==> src/hw/clk_ctl_map.svh <==
// Operation
// - core and system clocks come from a pll multiplier defaulting to six
// - system clock is pll output divided by a four-bit field, 1 to 15
// - a new system divider applies from the next system clock edge, no relock wait
// - core divider code 00/01/10/11 divides by 1/2/4/8
// - a divider register write outside pll bypass changes both clock rates on the fly
// - peripherals run from the system clock, core from the core clock
// - clock output pin drives system clock or buffered input clock
// - clock output active after reset, disabled by bus global control enable
// - regulator wake high requests core power, low asks for shutdown
// - reset input in hibernate raises regulator wake, then boot starts
// - start-up waits until the active-low power-good input is asserted
// - writing zero to the hibernate bit drives regulator wake low
// - pll bypass makes core and system clocks run at input clock rate
`ifndef CLK_CTL_MAP_SVH
`define CLK_CTL_MAP_SVH
`define PLL_CTL_OFS      12'h000
`define PLL_DIV_OFS      12'h004
`define GLOBAL_CTL_OFS   12'h008
`define VR_CTL_OFS       12'h00C
`define STATUS_OFS       12'h010
`define MSEL_LSB         1
`define MSEL_W           6
`define BYPASS_BIT       8
`define SYSDIV_LSB       0
`define COREDIV_LSB      4
`define PINOUT_EN_BIT    0
`define PINOUT_SEL_BIT   1
`define HIBERNATE_BIT    0
`define MSEL_RST         6'h06
`define SYSDIV_RST       4'h5
`define COREDIV_RST      2'h0
`define BOOT_DELAY_NS    200
`define CLK_PERIOD_NS    20
`endif

==> src/hw/clk_ctl_pkg.sv <==
package clk_ctl_pkg;
   typedef struct packed {
      logic [5:0] mult;
      logic       bypass;
   } pll_cfg_t;
   typedef struct packed {
      logic [1:0] coreSel;
      logic [3:0] sysSel;
   } div_cfg_t;
   typedef enum logic [3:0] {
      PW_HIBER = 4'h1,
      PW_WAIT  = 4'h2,
      PW_BOOT  = 4'h4,
      PW_RUN   = 4'h8
   } pwr_state_t;
endpackage

==> src/hw/clk_ctl.sv <==
// Our own choices: the register addresses and the APB slave port.
`timescale 1ns/1ps
`default_nettype none
`include "clk_ctl_map.svh"
module clk_ctl
   import clk_ctl_pkg::*;
#(
   parameter int MULT_W = 6
) (
   input  wire logic        clk,
   input  wire logic        resetn,
   input  wire logic        psel,
   input  wire logic        penable,
   input  wire logic        pwrite,
   input  wire logic [11:0] paddr,
   input  wire logic [31:0] pwdata,
   output logic [31:0]      prdata,
   output logic             pready,
   output logic             pslverr,
   input  wire logic        wakeReset_n,
   input  wire logic        power_good_n,
   output logic             coreClkEn,
   output logic             sysClkEn,
   output logic             clock_out_pin,
   output logic             clockOutOe,
   output logic             regulator_wake_out,
   output logic             bootStart
);
   localparam int BOOT_CYC = (`BOOT_DELAY_NS + `CLK_PERIOD_NS - 1) / `CLK_PERIOD_NS;

   ////////////////////////////////////////////////////////////////////////////
   // apb decode
   pll_cfg_t   pll_ff;
   div_cfg_t   div_ff;
   logic       outEn_ff, outSel_ff, hib_ff;
   pwr_state_t pwr_ff, nxt_pwr;
   logic [7:0] bootCnt_ff;
   wire        acc    = psel & penable;
   wire        wr     = acc & pwrite;
   wire        hitPll = paddr == `PLL_CTL_OFS;
   wire        hitDiv = paddr == `PLL_DIV_OFS;
   wire        hitGlb = paddr == `GLOBAL_CTL_OFS;
   wire        hitVr  = paddr == `VR_CTL_OFS;
   wire        hitSt  = paddr == `STATUS_OFS;
   wire        hitAny = hitPll | hitDiv | hitGlb | hitVr | hitSt;
   wire [31:0] rdMux  = hitPll ? {23'h0, pll_ff.bypass, 1'b0, pll_ff.mult, 1'b0} :
                        hitDiv ? {26'h0, div_ff.coreSel, div_ff.sysSel} :
                        hitGlb ? {30'h0, outSel_ff, outEn_ff} :
                        hitVr  ? {31'h0, hib_ff} :
                        hitSt  ? {28'h0, pwr_ff} : 32'h0;

   always_ff @(posedge clk or negedge resetn) begin
      if (!resetn) begin
         prdata  <= 32'h0;
         pready  <= 1'b0;
         pslverr <= 1'b0;
      end else begin
         pready  <= psel & ~pready;
         pslverr <= psel & ~pready & ~hitAny;
         prdata  <= (psel & ~pwrite) ? rdMux : 32'h0;
      end
   end
   wire done = acc & pready;

   ////////////////////////////////////////////////////////////////////////////
   // control registers
   always_ff @(posedge clk or negedge resetn) begin
      if (!resetn) begin
         pll_ff.mult   <= `MSEL_RST;
         pll_ff.bypass <= 1'b0;
         div_ff.sysSel <= `SYSDIV_RST;
         div_ff.coreSel <= `COREDIV_RST;
         outEn_ff      <= 1'b1;
         outSel_ff     <= 1'b0;
         hib_ff        <= 1'b1;
      end else begin
         if (wr & done & hitPll) begin
            pll_ff.mult   <= pwdata[`MSEL_LSB +: `MSEL_W];
            pll_ff.bypass <= pwdata[`BYPASS_BIT];
         end
         if (wr & done & hitDiv) begin
            // zero is not a legal system ratio, keep divide by one
            div_ff.sysSel  <= (pwdata[`SYSDIV_LSB +: 4] == 4'h0) ? 4'h1 :
                              pwdata[`SYSDIV_LSB +: 4];
            div_ff.coreSel <= pwdata[`COREDIV_LSB +: 2];
         end
         if (wr & done & hitGlb) begin
            outEn_ff  <= pwdata[`PINOUT_EN_BIT];
            outSel_ff <= pwdata[`PINOUT_SEL_BIT];
         end
         if (wr & done & hitVr) hib_ff <= pwdata[`HIBERNATE_BIT];
         // wake request wins over a same-cycle clear
         if (pwr_ff == PW_HIBER && !wakeReset_n) hib_ff <= 1'b1;
      end
   end

   ////////////////////////////////////////////////////////////////////////////
   // pll: vco enable pulse as multiplied rate ratio over input clock
   // input clock is represented by one tick every pll_ff.mult clock cycles
   logic [MULT_W-1:0] inCnt_ff;
   wire  inTick = inCnt_ff == '0;
   always_ff @(posedge clk or negedge resetn) begin
      if (!resetn) inCnt_ff <= '0;
      else inCnt_ff <= inTick ? MULT_W'(pll_ff.mult - 6'h1) : inCnt_ff - 1'b1;
   end
   // bypass sends the input clock straight to both dividers
   wire vcoTick = pll_ff.bypass ? inTick : 1'b1;

   ////////////////////////////////////////////////////////////////////////////
   // dividers, reload only at their own boundary
   function automatic logic [3:0] coreRatio(input logic [1:0] sel);
      coreRatio = 4'h1 << sel;
   endfunction
   logic [3:0] sysCnt_ff, coreCnt_ff, sysLd_ff, coreLd_ff;
   wire        sysEdge  = vcoTick & (sysCnt_ff == 4'h1);
   wire        coreEdge = vcoTick & (coreCnt_ff == 4'h1);
   wire [3:0]  sysRatio  = pll_ff.bypass ? 4'h1 : div_ff.sysSel;
   wire [3:0]  coreRatioW = pll_ff.bypass ? 4'h1 : coreRatio(div_ff.coreSel);
   wire        running  = pwr_ff == PW_RUN || pwr_ff == PW_BOOT;
   always_ff @(posedge clk or negedge resetn) begin
      if (!resetn) begin
         sysCnt_ff  <= 4'h1;
         coreCnt_ff <= 4'h1;
         sysLd_ff   <= 4'h1;
         coreLd_ff  <= 4'h1;
      end else begin
         if (sysEdge) sysLd_ff <= sysRatio;
         if (coreEdge) coreLd_ff <= coreRatioW;
         if (vcoTick) sysCnt_ff <= sysEdge ? sysRatio : sysCnt_ff - 4'h1;
         if (vcoTick) coreCnt_ff <= coreEdge ? coreRatioW : coreCnt_ff - 4'h1;
      end
   end

   ////////////////////////////////////////////////////////////////////////////
   // clock enables and output pin
   logic sysLvl_ff;
   always_ff @(posedge clk or negedge resetn) begin
      if (!resetn) begin
         coreClkEn     <= 1'b0;
         sysClkEn      <= 1'b0;
         sysLvl_ff     <= 1'b0;
         clock_out_pin <= 1'b0;
         clockOutOe    <= 1'b1;
      end else begin
         coreClkEn  <= coreEdge & (pwr_ff == PW_RUN);
         sysClkEn   <= sysEdge & running;
         if (sysEdge) sysLvl_ff <= ~sysLvl_ff;
         clock_out_pin <= outSel_ff ? inTick : sysLvl_ff;
         clockOutOe <= outEn_ff;
      end
   end

   ////////////////////////////////////////////////////////////////////////////
   // power sequencing
   always_comb begin
      nxt_pwr = pwr_ff;
      case (pwr_ff)
         PW_HIBER: if (hib_ff) nxt_pwr = PW_WAIT;
         PW_WAIT:  if (!power_good_n) nxt_pwr = PW_BOOT;
         PW_BOOT:  if (bootCnt_ff == 8'h0) nxt_pwr = PW_RUN;
         PW_RUN:   if (!hib_ff) nxt_pwr = PW_HIBER;
         default:  nxt_pwr = PW_HIBER;
      endcase
   end
   always_ff @(posedge clk or negedge resetn) begin
      if (!resetn) begin
         pwr_ff             <= PW_WAIT;
         bootCnt_ff         <= 8'h0;
         regulator_wake_out <= 1'b1;
         bootStart          <= 1'b0;
      end else begin
         pwr_ff     <= nxt_pwr;
         bootCnt_ff <= (nxt_pwr == PW_BOOT && pwr_ff != PW_BOOT) ? 8'(BOOT_CYC) :
                       (bootCnt_ff != 8'h0 ? bootCnt_ff - 8'h1 : 8'h0);
         regulator_wake_out <= hib_ff;
         bootStart  <= pwr_ff == PW_WAIT && nxt_pwr == PW_BOOT;
      end
   end

   ////////////////////////////////////////////////////////////////////////////
   // checks
   a_wake_follows_hib: assert property (@(posedge clk) disable iff (!resetn)
      $fell(hib_ff) |=> !regulator_wake_out) else $error("wake not dropped");
   a_pg_holds_start: assert property (@(posedge clk) disable iff (!resetn)
      bootStart |-> $past(!power_good_n)) else $error("boot without power good");
   a_hib_wakeup: assert property (@(posedge clk) disable iff (!resetn)
      (pwr_ff == PW_HIBER && !wakeReset_n) |-> ##2 regulator_wake_out)
      else $error("reset did not wake regulator");
   a_core_ratio: assert property (@(posedge clk) disable iff (!resetn)
      (coreEdge && !pll_ff.bypass && $stable(div_ff.coreSel) && div_ff.coreSel == 2'h3)
      |-> ##1 !coreEdge [*7]) else $error("core ratio wrong");
   a_sys_spacing: assert property (@(posedge clk) disable iff (!resetn)
      (sysEdge && !pll_ff.bypass && sysRatio == 4'h2) |=> !sysEdge ##1 sysEdge)
      else $error("system ratio wrong");
   a_bypass_rate: assert property (@(posedge clk) disable iff (!resetn)
      (pll_ff.bypass && sysCnt_ff == 4'h1) |-> (sysEdge == inTick))
      else $error("bypass rate wrong");
   a_out_disable: assert property (@(posedge clk) disable iff (!resetn)
      !outEn_ff |=> !clockOutOe) else $error("clock out not disabled");
   a_reload_edge: assert property (@(posedge clk) disable iff (!resetn)
      (sysCnt_ff != 4'h1 && vcoTick) |=> sysCnt_ff == $past(sysCnt_ff) - 4'h1)
      else $error("divider reloaded mid period");
   a_ready_pulse: assert property (@(posedge clk) disable iff (!resetn)
      pready |=> !pready) else $error("ready held too long");
   a_core_gated: assert property (@(posedge clk) disable iff (!resetn)
      coreClkEn |-> $past(pwr_ff == PW_RUN)) else $error("core clock outside run");
   a_wake_in_run: assert property (@(posedge clk) disable iff (!resetn)
      (pwr_ff == PW_RUN) |-> regulator_wake_out) else $error("run without power request");
   a_sys_reload: assert property (@(posedge clk) disable iff (!resetn)
      sysEdge |=> sysCnt_ff == $past(sysRatio)) else $error("system ratio not reloaded");
endmodule
`default_nettype wire

==> config.mk <==
export PLATFORM = sky130hd
export DESIGN_NAME = clk_ctl
export DESIGN_NICKNAME = d
export VERILOG_FILES = /design/src/hw/clk_ctl_pkg.sv /design/src/hw/clk_ctl.sv
export VERILOG_INCLUDE_DIRS = /design/src /design/src/hw
export SDC_FILE = /design/constraint.sdc
export NUM_CORES = 1
export LEC_CHECK = 0
export BUFFER_PORTS_ARGS = -buffer_cell sky130_fd_sc_hd__buf_2
export CAP_MARGIN = 20
export CORE_MARGIN = 4
export CORE_UTILIZATION = 28
export DETAILED_ROUTE_END_ITERATION = 10
export HOLD_SLACK_MARGIN = 0.08
export PLACE_DENSITY = 0.45
export RECOVER_POWER = 25
export SLEW_MARGIN = 20
export SYNTH_ARGS = -nofsm -noshare
export SYNTH_HDL_FRONTEND = slang
export SYNTH_SLANG_ARGS = --single-unit
==> constraint.sdc <==
create_clock -name clk -period 3.5 [get_ports clk]
set_clock_uncertainty 0.05 [all_clocks]
set_input_delay 0.525 -clock clk [delete_from_list [all_inputs] [get_ports clk]]
set_output_delay 0.525 -clock clk [all_outputs]
set_load 0.01 [all_outputs]
==> metrics.json <==
{
  "sta": {
    "final.hold.worst_slack_ps": 338.3,
    "fin_tns_setup_ps": 0,
    "period_minus_slack_ps": 2135,
    "unrepaired_setup_endpoints_after_global_routing": "false",
    "drv_slew": 0,
    "final-hold-violation-count": 0,
    "timing.max_slew.rel_slack_pct": 4.452,
    "fmax_ghz": 0.4685,
    "layout_worst_path_cycle_share_pct": 60.99,
    "tightestPinTransition_ps": 1433,
    "finalSetupViolCount": 0
  },
  "detailed_routing": {
    "detail_route.vias_per_cell": 4.670,
    "drcViolationCount": 0,
    "postRouteWirelength_microns": 7331,
    "ant_nets": 0,
    "detailedRoute.firstPassIterationCount": 4,
    "num_vias": 2321,
    "routed_wire_length_per_instance_microns": 14.75,
    "dr.first_iter.drc_count": 80
  },
  "final_layout": {
    "synthToLayoutAreaGrowth_pct": 18.77,
    "fillerInstances": 1133,
    "layout.cells.non_filler": 497,
    "mostFrequentLayoutCells": "dfrtp_1 (48), buf_2 (41), conb_1 (24), nor2_1 (22), inv_1 (17)",
    "layout.cells.most_common": "dfrtp_1",
    "antennaDiodeCount": 0,
    "layout.nets": 409,
    "layout-drive-gt1-share_pct": 27.17,
    "final_core_util_pct": 34.53
  },
  "setup_path": {
    "timing.setup.critical_path_class": "in -> async",
    "rr_startpoint": "inCnt_ff[1]",
    "worst_setup_path_end_kind": "asynchronous set/reset pin",
    "worst-endpoint-required_ps": 3780,
    "reg2regPathDepth": 6,
    "critPathTopFamily": "buffers and inverters",
    "critical_path.slowest_cell": "clkbuf_1",
    "crit_path_max_fanout": 33,
    "r2r_slack_ps": 1460,
    "cp_data_arrival_time_ps": 2410,
    "reg2reg_to": "inCnt_ff[4]",
    "cpPeakStageDelay_ps": 1020,
    "critical_path_buffer_and_inverter_count": 2,
    "worst_setup_path_start_kind": "primary input",
    "cell_by_cell_trace_of_the_critical_path": "clkbuf_1 > clkbuf_2"
  },
  "place": {
    "dpl.hpwl_microns": 5410,
    "finalWeightedCongestion": 0.7741,
    "port-buffer-count": 42,
    "place_inst": 481
  },
  "logic_synthesis": {
    "synth-main-ff-cell": "dfrtp_1",
    "synth.distinct_cells": 61,
    "synth_async_sr_flop_share_pct": 100.0,
    "synthDominantAreaCellType": "dfrtp_1",
    "ys_seq_elements": 59,
    "synth_area_sq_um": 3193,
    "synth_warnings": 0,
    "synth.avg_cell_area_sq_um": 10.47,
    "yosys-top-cells-area": "dfrtp_1 (38%), dfstp_2 (9.1%), buf_4 (5.6%)",
    "share_of_the_synthesized_area_in_the_top_cell_type_pct": 37.62,
    "sequential_element_share_of_the_synthesized_area_pct": 46.67,
    "synth-edff-count": 0,
    "synth_cells": 305
  },
  "status": {
    "run_status": "complete, no violations"
  },
  "floorplan": {
    "overall_die_height_microns": 114.8,
    "die_x_microns": 114.8,
    "starting_density_of_the_core_pct": 29.07,
    "design.core.area_sq_um": 10980,
    "die-area_sq_um": 13180,
    "ios": 91,
    "placement_rows": 38
  },
  "clocking": {
    "resized_cells_post_cts": 0,
    "cts_buffer_depth": 2,
    "count_of_h_tree_levels_built_during_cts": 3,
    "cts_hold_buffers_added": 0,
    "tritoncts": "built",
    "numCtsBuffers": 9,
    "clkLatencyLatePin_ps": 320,
    "post_cts.repair.setup_buffers": 0,
    "clk_pin_slew_ps": 50,
    "ctsRootBufferMaster": "clkbuf_16",
    "cts.sinks": 59
  },
  "run": {
    "maxCapViolations": 0
  },
  "pwr": {
    "power_density_normalized_to_cell_area_nw_per_um2": 651.8,
    "power.leakage_nw": 1.724,
    "ir_worst_vdd_uv": 205.6
  },
  "grt": {
    "grt-ovfl-total": 0,
    "antenna_found_initial": 0,
    "grt_most_used_layer": "met2",
    "number_of_global_route_vias_before_repair": 2311,
    "global_route_wire_length_before_repair_microns": 12150,
    "grt.met1_usage_pct": 16.40,
    "globalRouteTotalUtil_pct": 11.93,
    "grt_start_max_net_pins": 34,
    "met3_usage_in_global_routing_pct": 3.000,
    "grt_use_met2_pct": 18.08
  },
  "worst_hold_path": {
    "holdCritStartpoint": "outEn_ff",
    "destination_of_the_worst_hold_path": "clockOutOe",
    "hold_depth": 0,
    "holdCritPathClass": "reg -> reg"
  }
}
## layout make-up
type,count,area (sq um),share of cell area [%]
Multi-Input combinational cell,222,1520,40.09
Sequential cell,59,1490,39.29
Clock buffer,12,256.5,6.763
Timing Repair Buffer,43,214.0,5.642
Tap cell,140,175.2,4.619
Clock inverter,4,72.57,1.914
Inverter,17,63.81,1.683
## flip-flops by register name, summed over array words and instances (netlist names)
signal	count
bootCnt_ff	8
bootStart	1
clockOutOe	1
clock_out_pin	1
coreClkEn	1
coreCnt_ff	4
div_ff	6
hib_ff	1
inCnt_ff	6
outEn_ff	1
outSel_ff	1
pll_ff	7
prdata	8
pready	1
pslverr	1
pwr_ff	4
regulator_wake_out	1
sysClkEn	1
sysCnt_ff	4
sysLvl_ff	1
## synthesized netlist by cell type (all sizes together), types with 3 or more instances
cell    number
dfrtp       48
buf         26
nor2        23
inv         17
nand2       17
mux2        16
nor3        16
o21ai       14
a21oi       12
dfstp       11
xnor2        9
ha           6
nand2b       6
nor2b        6
and3         5
nand3b       5
a221oi       4
a22oi        4
clkbuf       4
nor4         4
or3          4
or4          4
mux2i        3
nor3b        3
o41ai        3
## routing by layer
metal  vias to the layer above  share of wire (%)
met3                         7                4.1
met1                      1116                 49
met4                         0                1.3
li1                       1142                  -
met2                        56                 46
met5                         -                  0
## through the flow
step,setup WS (ps),total power [mW],cell area (sq um)
final,1365,2.472,3792
after global routing,931.8,2.643,3792
after CTS,1457,2.503,3796
after detailed placement,1278,1.527,3467
after global placement,1289,1.519,3467
after floorplan,1572,1.400,3279
## kinds of logic after synthesis
kind of cell,after synthesis,share of synthesized area [%]
simple gates,105,19.91
flops,59,46.67
compound gates,58,12.38
buf+inv,47,8.425
mux,19,7.406
xor+xnor,10,2.743
fa+ha+maj,6,2.351
other cells,1,0.1174
## worst max path at each step
stage | from | end | cells after the start
3_3_place_gp | paddr[4] | div_ff[1] | 5
5_1_grt | resetn | coreClkEn | 2
3_5_place_dp | paddr[9] | prdata[3] | 5
6_report | resetn | coreClkEn | 2
4_1_cts | inCnt_ff[1] | inCnt_ff[4] | 6
2_1_floorplan | paddr[9] | pll_ff[0] | 4
## report_power, final
part / switching [mW] / internal, mW
sequential: 0.137 / 0.827
combinational: 0.278 / 0.271
clock: 0.299 / 0.660
total: 0.714 / 1.76
No activity file was read; power rests on OpenSTA's default activity.
